`src/design/egqs_regs.vh`:
```
`ifndef EGQS_REGS_VH
`define EGQS_REGS_VH

// Register indexes; byte address is four times the index
`define EGQS_IDX_P1_Q2_RATE 8'h9C
`define EGQS_IDX_P1_Q3_RATE 8'h9D
`define EGQS_IDX_P2_Q2_RATE 8'hA0
`define EGQS_IDX_P2_Q3_RATE 8'hA1
`define EGQS_IDX_P3_Q1_RATE 8'hA3
`define EGQS_IDX_P3_Q2_RATE 8'hA4
`define EGQS_IDX_P3_Q3_RATE 8'hA5
`define EGQS_IDX_CFG_REPORT 8'hA6
`define EGQS_IDX_Q3_RESERVE 8'hA7
`define EGQS_IDX_Q2_RESERVE 8'hA8
`define EGQS_IDX_Q1_RESERVE 8'hA9
`define EGQS_IDX_Q0_RESERVE 8'hAA
`define EGQS_IDX_USAGE_SEL1 8'hAB
`define EGQS_IDX_USAGE_SEL2 8'hAC
`define EGQS_IDX_USAGE_SEL3 8'hAD
`define EGQS_IDX_USAGE_SEL4 8'hAE
`define EGQS_IDX_P1_Q3_DIV 8'hAF
`define EGQS_IDX_P1_Q2_DIV 8'hB0
`define EGQS_IDX_P1_Q1_DIV 8'hB1
`define EGQS_IDX_P1_Q0_DIV 8'hB2

// Field layout
`define EGQS_RATE_MSB 6
`define EGQS_RATE_RESET 7'h00
`define EGQS_DIV_SEL_BIT 7
`define EGQS_DIV_SEL_RESET 1'b1
`define EGQS_CFG_RMII_BIT 4
`define EGQS_CFG_MAC_BIT 2
`define EGQS_CFG_P1_COPPER_BIT 1
`define EGQS_CFG_P2_COPPER_BIT 0

// Fixed read-only words and division low bits
`define EGQS_Q3_RESERVE_VAL 8'h45
`define EGQS_Q2_RESERVE_VAL 8'h35
`define EGQS_Q1_RESERVE_VAL 8'h25
`define EGQS_Q0_RESERVE_VAL 8'h15
`define EGQS_USAGE_SEL1_VAL 8'h58
`define EGQS_USAGE_SEL2_VAL 8'h10
`define EGQS_USAGE_SEL3_VAL 8'h08
`define EGQS_USAGE_SEL4_VAL 8'h05
`define EGQS_DIV_Q3_LOW 7'h08
`define EGQS_DIV_Q2_LOW 7'h04
`define EGQS_DIV_Q1_LOW 7'h02
`define EGQS_DIV_Q0_LOW 7'h01

// Weighted service credits
`define EGQS_WEIGHT_Q3 4'h8
`define EGQS_WEIGHT_Q2 4'h4
`define EGQS_WEIGHT_Q1 4'h2
`define EGQS_WEIGHT_Q0 4'h1

`endif

```
`src/design/egqs_shaper.v`:
```
// Function
// - Port 3 queue-1 seven-bit rate shapes traffic
// - Ports 1-3 queue-2 seven-bit rate fields
// - Ports 1-3 queue-3 seven-bit rate fields
// - Rate bit 7 reserved, reset zero
// - Config word bits 4,2 report port 3
// - Config bits 1,0 report port media
// - Buffer reservation words read-only fixed
// - Usage backpressure words read-only fixed
// - All selects zero, global zero: strict
// - All selects one: weighted 8:4:2:1 or 2:1
// - Port 1 queue 3..0 division selects
`timescale 1ns/1ns
`include "egqs_regs.vh"

module egqs_shaper #(
    parameter ADDR_W = 12,
    parameter NRATE = 7
) (
    input wire pclk,
    input wire presetn,
    input wire psel,
    input wire penable,
    input wire pwrite,
    input wire [ADDR_W-1:0] paddr,
    input wire [31:0] pwdata,
    output reg [31:0] prdata,
    output reg pready,
    output reg pslverr,
    input wire strap_port3_rmii,
    input wire strap_port3_mac_mii,
    input wire strap_port1_copper,
    input wire strap_port2_copper,
    input wire global_weighted_ctl,
    input wire two_queue_mode,
    input wire [3:0] p1_queue_pending,
    input wire p1_tx_slot,
    output reg [NRATE*7-1:0] rate_fields,
    output reg [NRATE-1:0] shape_enable,
    output reg [3:0] p1_queue_grant,
    output reg p1_weighted_mode
);

    ////////////////////////////////////////////////////////////////
    // Strap synchronisers
    // The four configuration pins are board straps.
    // They are static in normal use, but nothing ties
    // them to pclk, so they may move at any moment,
    // during power-up in particular.
    // Two flops in series keep metastability away
    // from the read mux and from software.
    // Only the second stage is read anywhere else.
    // Limitation: a strap change shows two edges late.
    // Reset clears both stages, so the word reads
    // zero until two edges after release.
    // Bit order in both stages:
    // [3] rmii, [2] mac mii, [1] p1 copper, [0] p2 copper.
    reg [3:0] strap_meta_reg;
    reg [3:0] strap_sync_reg;

    // Pins are asynchronous to pclk, two stages before use
    always @(posedge pclk or negedge presetn) begin
        if (!presetn) begin
            strap_meta_reg <= 4'h0;
            strap_sync_reg <= 4'h0;
        end else begin
            strap_meta_reg <= {strap_port3_rmii, strap_port3_mac_mii,
                               strap_port1_copper, strap_port2_copper};
            strap_sync_reg <= strap_meta_reg;
        end
    end

    ////////////////////////////////////////////////////////////////
    // APB decode
    // Each byte register sits in its own 32-bit word.
    // The word index is paddr[9:2]; the two low
    // address bits are ignored, as are bits above 9.
    // Trade-off: upper address bits are not decoded,
    // so the bank aliases every 1 KB. The bus fabric
    // is expected to gate psel for this window.
    // Only the low byte lane of pwdata is used.
    // Reads return the byte in prdata[7:0] and zero
    // in the upper lanes.
    // The access phase is always one cycle: the
    // answer is registered from the setup cycle.
    // A write lands at the completing edge only, and
    // only when no error is flagged, so a refused
    // write has no side effect on any register.
    wire [7:0] idx;
    wire setup_phase;
    wire wr_commit;
    reg [7:0] rd_word;
    reg rd_hit;
    reg rd_only;
    reg [6:0] rate_idx;

    assign idx = paddr[9:2];
    assign setup_phase = psel & ~penable;
    // Write lands only at the edge that completes the access
    assign wr_commit = psel & penable & pready & pwrite & ~pslverr;

    ////////////////////////////////////////////////////////////////
    // Rate registers, one per shaped queue
    // Seven entries: queues 2 and 3 of ports 1 and 2,
    // and queues 1 to 3 of port 3.
    // Each holds a seven-bit rate code; the code is
    // handed to the shaper unchanged on rate_fields.
    // The shaper maps codes to rates elsewhere.
    // Code zero means the queue runs unshaped, so
    // shape_enable drops for that entry.
    // The reserved top bit is never stored; software
    // writing one there still reads back zero, which
    // keeps the bit at its reset value.
    // rate_fields and shape_enable lag the register
    // by one edge, since outputs come from flops.
    // Entry select is one-hot to keep the generate
    // loop free of any comparison of its own.
    reg [6:0] rate_reg [0:NRATE-1];
    reg [3:0] div_sel_reg;

    // Entry order: p1q2 p1q3 p2q2 p2q3 p3q1 p3q2 p3q3
    always @* begin
        case (idx)
            `EGQS_IDX_P1_Q2_RATE: rate_idx = 7'b0000001;
            `EGQS_IDX_P1_Q3_RATE: rate_idx = 7'b0000010;
            `EGQS_IDX_P2_Q2_RATE: rate_idx = 7'b0000100;
            `EGQS_IDX_P2_Q3_RATE: rate_idx = 7'b0001000;
            `EGQS_IDX_P3_Q1_RATE: rate_idx = 7'b0010000;
            `EGQS_IDX_P3_Q2_RATE: rate_idx = 7'b0100000;
            `EGQS_IDX_P3_Q3_RATE: rate_idx = 7'b1000000;
            default: rate_idx = 7'b0000000;
        endcase
    end

    genvar g;
    generate
        for (g = 0; g < NRATE; g = g + 1) begin : gen_rate
            // Bit 7 is not stored, so it reads zero forever
            always @(posedge pclk or negedge presetn) begin
                if (!presetn) begin
                    rate_reg[g] <= `EGQS_RATE_RESET;
                    shape_enable[g] <= 1'b0;
                    rate_fields[g*7+6:g*7] <= `EGQS_RATE_RESET;
                end else begin
                    if (wr_commit && rate_idx[g]) begin
                        rate_reg[g] <= pwdata[`EGQS_RATE_MSB:0];
                    end
                    // Zero means no shaping on that queue
                    shape_enable[g] <= |rate_reg[g];
                    rate_fields[g*7+6:g*7] <= rate_reg[g];
                end
            end
        end
    endgenerate

    ////////////////////////////////////////////////////////////////
    // Division select bits, port 1 queues 3..0
    // Four consecutive words, queue 3 first.
    // Only bit 7 is writable; the low bits are fixed
    // weights and come from constants on read.
    // All four reset to one, so the port starts in
    // weighted service.
    // Strict order needs every bit cleared and the
    // global control low; any mix stays weighted.
    // Hazard: clearing them one at a time passes
    // through mixed states, all of them weighted.
    always @(posedge pclk or negedge presetn) begin
        if (!presetn) begin
            div_sel_reg <= {4{`EGQS_DIV_SEL_RESET}};
        end else if (wr_commit) begin
            case (idx)
                `EGQS_IDX_P1_Q3_DIV:
                    div_sel_reg[3] <= pwdata[`EGQS_DIV_SEL_BIT];
                `EGQS_IDX_P1_Q2_DIV:
                    div_sel_reg[2] <= pwdata[`EGQS_DIV_SEL_BIT];
                `EGQS_IDX_P1_Q1_DIV:
                    div_sel_reg[1] <= pwdata[`EGQS_DIV_SEL_BIT];
                `EGQS_IDX_P1_Q0_DIV:
                    div_sel_reg[0] <= pwdata[`EGQS_DIV_SEL_BIT];
                default: div_sel_reg <= div_sel_reg;
            endcase
        end
    end

    ////////////////////////////////////////////////////////////////
    // Read mux
    // Decodes the index during the setup cycle.
    // rd_hit flags a mapped word; rd_only flags a
    // word that software must not write.
    // Buffer reservation and usage backpressure
    // words are fixed constants, not flops.
    // The configuration word shows the synchronised
    // straps; bits 7, 6, 5 and 3 read zero.
    // Default of every path is set at the top, so no
    // latch can form in this process.
    always @* begin
        rd_word = 8'h00;
        rd_hit = 1'b1;
        rd_only = 1'b1;
        case (idx)
            `EGQS_IDX_P1_Q2_RATE: begin
                rd_word = {1'b0, rate_reg[0]};
                rd_only = 1'b0;
            end
            `EGQS_IDX_P1_Q3_RATE: begin
                rd_word = {1'b0, rate_reg[1]};
                rd_only = 1'b0;
            end
            `EGQS_IDX_P2_Q2_RATE: begin
                rd_word = {1'b0, rate_reg[2]};
                rd_only = 1'b0;
            end
            `EGQS_IDX_P2_Q3_RATE: begin
                rd_word = {1'b0, rate_reg[3]};
                rd_only = 1'b0;
            end
            `EGQS_IDX_P3_Q1_RATE: begin
                rd_word = {1'b0, rate_reg[4]};
                rd_only = 1'b0;
            end
            `EGQS_IDX_P3_Q2_RATE: begin
                rd_word = {1'b0, rate_reg[5]};
                rd_only = 1'b0;
            end
            `EGQS_IDX_P3_Q3_RATE: begin
                rd_word = {1'b0, rate_reg[6]};
                rd_only = 1'b0;
            end
            `EGQS_IDX_CFG_REPORT: begin
                rd_word[`EGQS_CFG_RMII_BIT] = strap_sync_reg[3];
                rd_word[`EGQS_CFG_MAC_BIT] = strap_sync_reg[2];
                rd_word[`EGQS_CFG_P1_COPPER_BIT] = strap_sync_reg[1];
                rd_word[`EGQS_CFG_P2_COPPER_BIT] = strap_sync_reg[0];
            end
            `EGQS_IDX_Q3_RESERVE: rd_word = `EGQS_Q3_RESERVE_VAL;
            `EGQS_IDX_Q2_RESERVE: rd_word = `EGQS_Q2_RESERVE_VAL;
            `EGQS_IDX_Q1_RESERVE: rd_word = `EGQS_Q1_RESERVE_VAL;
            `EGQS_IDX_Q0_RESERVE: rd_word = `EGQS_Q0_RESERVE_VAL;
            `EGQS_IDX_USAGE_SEL1: rd_word = `EGQS_USAGE_SEL1_VAL;
            `EGQS_IDX_USAGE_SEL2: rd_word = `EGQS_USAGE_SEL2_VAL;
            `EGQS_IDX_USAGE_SEL3: rd_word = `EGQS_USAGE_SEL3_VAL;
            `EGQS_IDX_USAGE_SEL4: rd_word = `EGQS_USAGE_SEL4_VAL;
            `EGQS_IDX_P1_Q3_DIV: begin
                rd_word = {div_sel_reg[3], `EGQS_DIV_Q3_LOW};
                rd_only = 1'b0;
            end
            `EGQS_IDX_P1_Q2_DIV: begin
                rd_word = {div_sel_reg[2], `EGQS_DIV_Q2_LOW};
                rd_only = 1'b0;
            end
            `EGQS_IDX_P1_Q1_DIV: begin
                rd_word = {div_sel_reg[1], `EGQS_DIV_Q1_LOW};
                rd_only = 1'b0;
            end
            `EGQS_IDX_P1_Q0_DIV: begin
                rd_word = {div_sel_reg[0], `EGQS_DIV_Q0_LOW};
                rd_only = 1'b0;
            end
            default: begin
                rd_hit = 1'b0;
            end
        endcase
    end

    // Answer one cycle after setup, so access phase is one cycle
    // pready and pslverr stand for exactly the access
    // cycle and drop again after it; prdata holds.
    // A master that inserts idle cycles between
    // transfers sees nothing until its next setup.
    // Read data is zero on writes and on errors, so
    // a failed read never leaks a stale value.
    always @(posedge pclk or negedge presetn) begin
        if (!presetn) begin
            pready <= 1'b0;
            pslverr <= 1'b0;
            prdata <= 32'h00000000;
        end else begin
            pready <= setup_phase;
            if (setup_phase) begin
                // Unmapped index or write to a fixed word is an error
                pslverr <= ~rd_hit | (pwrite & rd_only);
                prdata <= (pwrite | ~rd_hit) ? 32'h00000000
                                              : {24'h000000, rd_word};
            end else begin
                pslverr <= 1'b0;
            end
        end
    end

    ////////////////////////////////////////////////////////////////
    // Port 1 egress scheduler
    // Each transmit opportunity picks one queue.
    // Strict service: highest pending queue wins.
    // Weighted service: each queue holds a credit
    // count, loaded with its weight at round start.
    // A grant spends one credit; the highest queue
    // that is pending and has credit wins.
    // The round ends when no pending queue has any
    // credit left; all credits reload at once then.
    // Two-queue mode serves queues 1 and 0 only,
    // with weights 2 and 1.
    // Limitation: credits survive a switch between
    // strict and weighted, so the first weighted
    // round after strict may be a partial one.
    // Credits reset to zero, so the first weighted
    // grant after reset always starts a fresh round.
    reg [3:0] credit_reg [0:3];
    reg [3:0] weight [0:3];
    reg [3:0] pend_eff;
    reg [3:0] elig;
    reg [3:0] pick;
    reg reload;
    reg strict_mode;
    integer i;
    integer j;

    always @* begin
        weight[3] = two_queue_mode ? 4'h0 : `EGQS_WEIGHT_Q3;
        weight[2] = two_queue_mode ? 4'h0 : `EGQS_WEIGHT_Q2;
        weight[1] = `EGQS_WEIGHT_Q1;
        weight[0] = `EGQS_WEIGHT_Q0;
        // Strict only when every select and the global bit are clear
        strict_mode = (div_sel_reg == 4'h0) & ~global_weighted_ctl;
        pend_eff = two_queue_mode ? (p1_queue_pending & 4'h3)
                                  : p1_queue_pending;
        for (i = 0; i < 4; i = i + 1) begin
            elig[i] = pend_eff[i] & (credit_reg[i] != 4'h0);
        end
        // A round ends when nobody pending has credit left
        reload = (elig == 4'h0);
        if (!strict_mode && reload) begin
            elig = pend_eff & {weight[3] != 4'h0, weight[2] != 4'h0,
                               1'b1, 1'b1};
        end
        if (strict_mode) begin
            elig = pend_eff;
        end
        // Highest eligible queue first
        if (elig[3]) pick = 4'b1000;
        else if (elig[2]) pick = 4'b0100;
        else if (elig[1]) pick = 4'b0010;
        else if (elig[0]) pick = 4'b0001;
        else pick = 4'b0000;
    end

    // Credits spend one per grant; refilled at round end
    always @(posedge pclk or negedge presetn) begin
        if (!presetn) begin
            for (j = 0; j < 4; j = j + 1) begin
                credit_reg[j] <= 4'h0;
            end
            p1_queue_grant <= 4'h0;
            p1_weighted_mode <= 1'b1;
        end else begin
            p1_weighted_mode <= ~strict_mode;
            p1_queue_grant <= p1_tx_slot ? pick : 4'h0;
            if (p1_tx_slot && !strict_mode && pick != 4'h0) begin
                for (j = 0; j < 4; j = j + 1) begin
                    if (reload) begin
                        credit_reg[j] <= pick[j] ? weight[j] - 4'h1
                                                 : weight[j];
                    end else if (pick[j]) begin
                        credit_reg[j] <= credit_reg[j] - 4'h1;
                    end
                end
            end
        end
    end

endmodule

```
`config.mk`:
```
export PLATFORM = sky130hd
export DESIGN_NAME = egqs_shaper
export DESIGN_NICKNAME = d
export VERILOG_FILES = /design/src/design/egqs_shaper.v
export VERILOG_INCLUDE_DIRS = /design/src /design/src/design
export SDC_FILE = /design/constraint.sdc
export NUM_CORES = 1
export LEC_CHECK = 0
export ABC_CLOCK_PERIOD_IN_PS = 7000
export BUFFER_PORTS_ARGS = -buffer_cell sky130_fd_sc_hd__buf_2
export CAP_MARGIN = 20
export CELL_PAD_IN_SITES_DETAIL_PLACEMENT = 1
export CELL_PAD_IN_SITES_GLOBAL_PLACEMENT = 1
export CORE_MARGIN = 5
export CORE_UTILIZATION = 40
export DETAILED_ROUTE_END_ITERATION = 10
export GPL_ROUTABILITY_DRIVEN = 0
export PLACE_DENSITY = 0.82
export SETUP_SLACK_MARGIN = 0.02
export SYNTH_ARGS = -nofsm -noshare
export SYNTH_HDL_FRONTEND = slang
export SYNTH_SLANG_ARGS = --single-unit
```
`constraint.sdc`:
```
create_clock -name pclk -period 7 [get_ports pclk]
set_input_delay 1.05 -clock pclk [delete_from_list [all_inputs] [get_ports pclk]]
set_output_delay 1.05 -clock pclk [all_outputs]
set_load 0.02 [all_outputs]
```
==> impl_metrics.tcl <==
set metrics [dict create \
    outcome "complete, no violations" \
    ys_types 62 \
    rows 46 \
    ys_seq_area_share_pct 57.6 \
    final_area_um2 7720 \
    rsz0062_at_grt "no" \
    final_cells 885 \
    fmax_mhz 274 \
    critical_path_class "reg -> reg" \
    vias 4980 \
    ys.flop_type "dfrtp_1" \
    grt_pass1_wl_um 30000 \
    finalCriticalPeriod_ns 3.65 \
    maxSlewViolCount 0 \
    cts_resized 0 \
    antenna-diode-count 0 \
    cp_cell_sequence "inv_1 > ha_1 > or3b_1 > a222oi_1 > nand2_1 > a311oi_1 > o21ba_2" \
    top_layer_used "met4" \
    initial_core_util_pct 40.7 \
    grt_overflow 0 \
    worstMarginPinSlew_ns 1.04 \
    crit_family "compound AO/OA/AOI/OAI gates" \
    crit_path_top_delay_cell "a311oi_1" \
    wl_met3_um 1120 \
    port_buffers 102 \
    critPathMaxStageDelay_ns 0.91 \
    clkTransAtPathRegs_ns 0.06 \
    synth-edff-count 0 \
    place_area_um2 7060 \
    ctsHoldBuffers 0 \
    powerDensity_nw_per_um2 285 \
    dieArea_um2 18700 \
    p_leak_nw 3.91 \
    startpoint_type "flop" \
    dr.pass1.iters 5 \
    drt_iter0_drc 429 \
    routed_via_density 5.63 \
    async_flop_share_pct 100 \
    whs_ns 0.349 \
    ys_warn_count 0 \
    clk_latency_ns 0.43 \
    tns_ns 0 \
    drc 0 \
    ios 155 \
    vdd_drop_max_mv 0.169 \
    core_um2 15800 \
    avgSynthCellArea_um2 11.6 \
    grt_max_degree 88 \
    die_w_um 137 \
    hold_viol_final 0 \
    drive_gt1_share_pct 30.8 \
    max-clock-path-buffers 2 \
    grtUsageTotal_pct 21.1 \
    final_nets 723 \
    end_kind "flop" \
    htree_levels 4 \
    wire_per_inst_um 21.5 \
    place_hpwl_um 13000 \
    maxSlewHeadroom_pct 30.2 \
    skew_ns 0.00830 \
    worstPathArrival_ns 3.97 \
    antenna_found_initial 0 \
    critPathBufInv 1 \
    cts_sinks 148 \
    grt_pass1_vias 5283 \
    yosys_register_bits 148 \
    setup_violations 0 \
    path_max_fanout 14 \
    die_height_um 137 \
    met1Wirelength_um 7640 \
    wl_met2_um 9900 \
    syn_inst 555 \
    syn-cell-area_um2 6440 \
    dp.cells 852 \
    finalCritPeriodShare_pct 52.1 \
    final_util_pct 48.8 \
    required_ns 7.32 \
    drtAntennaViolNets 0 \
    drv_cap 0 \
    cts-root-buf "clkbuf_16" \
    hold_class "reg -> reg" \
    numCtsBuffers 17 \
    syn_to_final_growth_pct 20.0 \
    wl_um 19000 \
    cts_tree "done" \
    post-cts-setup-buffers 0 \
]
[worst register-to-register path: stages, from the launching register on]
cell and delay, ns:
dfrtp_1 0.40, inv_1 0.13, ha_1 0.16, or3b_1 0.43, a222oi_1 0.71, nand2_1 0.53, a311oi_1 0.92, o21ba_2 0.27
[cells by family (layout without fill, tap and decap cells)]
logic type | after synthesis | after routing | synth area share (%)
adders and majority gates | 7 | 7 | 1.36
and+or+nand+nor | 157 | 157 | 12.6
buffers and inverters | 62 | 153 | 5.03
other | 1 | 24 | 0.0582
muxes | 65 | 65 | 11.4
DFF | 148 | 148 | 57.6
AOI/OAI and AO/OA | 115 | 115 | 12.0
[metal layers]
metal	vias to the layer above	GRT usage, %
met4	0	7.37
met1	2541	26.2
met2	215	36.6
met5	-	0
li1	2187	-
met3	37	4.45
[per-stage QoR]
step           setup WS (ns)  total power, mW
4_1_cts                 3.45             2.21
2_1_floorplan           3.93             1.14
6_report                3.35             2.20
3_3_place_gp            3.30             1.20
3_5_place_dp            3.14             1.23
5_1_grt                 3.18             2.30
[cells in the final DEF (no fill, tap or decap), types with 4 or more instances in the layout]
master     instances
nand3_1            9
ha_1               7
a21oi_1           25
dfrtp_1          143
conb_1            24
o21a_1             5
o22ai_1            4
nor2_1            25
a22oi_1            4
inv_6              4
or4_1              5
nor2b_1            6
a21o_1             4
mux2_2            55
nand4_1            4
nand2b_1           6
a31oi_1           10
nand2_1           44
mux2i_1            9
inv_1             15
nor4_1            13
clkbuf_16         17
o21ai_0           21
buf_2            101
nor3_1            23
dfstp_2            5
[final timing paths]
kind / cells after the start / startpoint / slack, ns / endpoint
hold reg to reg: 0 / strap_meta_reg[3]$_DFF_PN0_ / 0.35 / strap_sync_reg[3]$_DFF_PN0_
hold / removal: 0 / strap_meta_reg[3]$_DFF_PN0_ / 0.35 / strap_sync_reg[3]$_DFF_PN0_
min in group asynchronous: 1 / presetn / 0.59 / rate_fields[1]$_DFF_PN0_
max in group asynchronous: 3 / presetn / 5.34 / div_sel_reg[3]$_DFFE_PN1P_
setup / recovery: 7 / credit_reg[8]$_DFFE_PN0P_ / 3.35 / credit_reg[10]$_DFFE_PN0P_
setup reg to reg: 7 / credit_reg[8]$_DFFE_PN0P_ / 3.35 / credit_reg[10]$_DFFE_PN0P_
[synth_stat cells (all sizes together), types with 9 or more instances]
master	instances	area [um^2]
nand2	44	165
o21ai	23	115
a31oi	10	62.6
clkbuf	19	71.3
dfrtp	143	3580
a21oi	25	125
nor4	14	87.6
mux2i	9	90.1
nor3	23	115
nor2	25	93.8
inv	15	56.3
nand3	9	45.0
buf	27	193
mux2	55	619
[power by group]
group | internal, mW | switching [mW]
logic | 0.107 | 0.185
registers | 0.897 | 0.0386
clock network | 0.582 | 0.392
[final cells by class]
| type | instances | area, um^2 |
|---|---|---|
| clock buffers | 18 | 439 |
| clock inverters | 14 | 189 |
| fillers | 1719 | 8100 |
| inverters | 16 | 60.1 |
| multi-input cells | 368 | 2500 |
| flip-flops and latches | 148 | 3710 |
| well taps | 216 | 270 |
| repair buffers | 105 | 559 |
(Power assumes the default switching activity.)
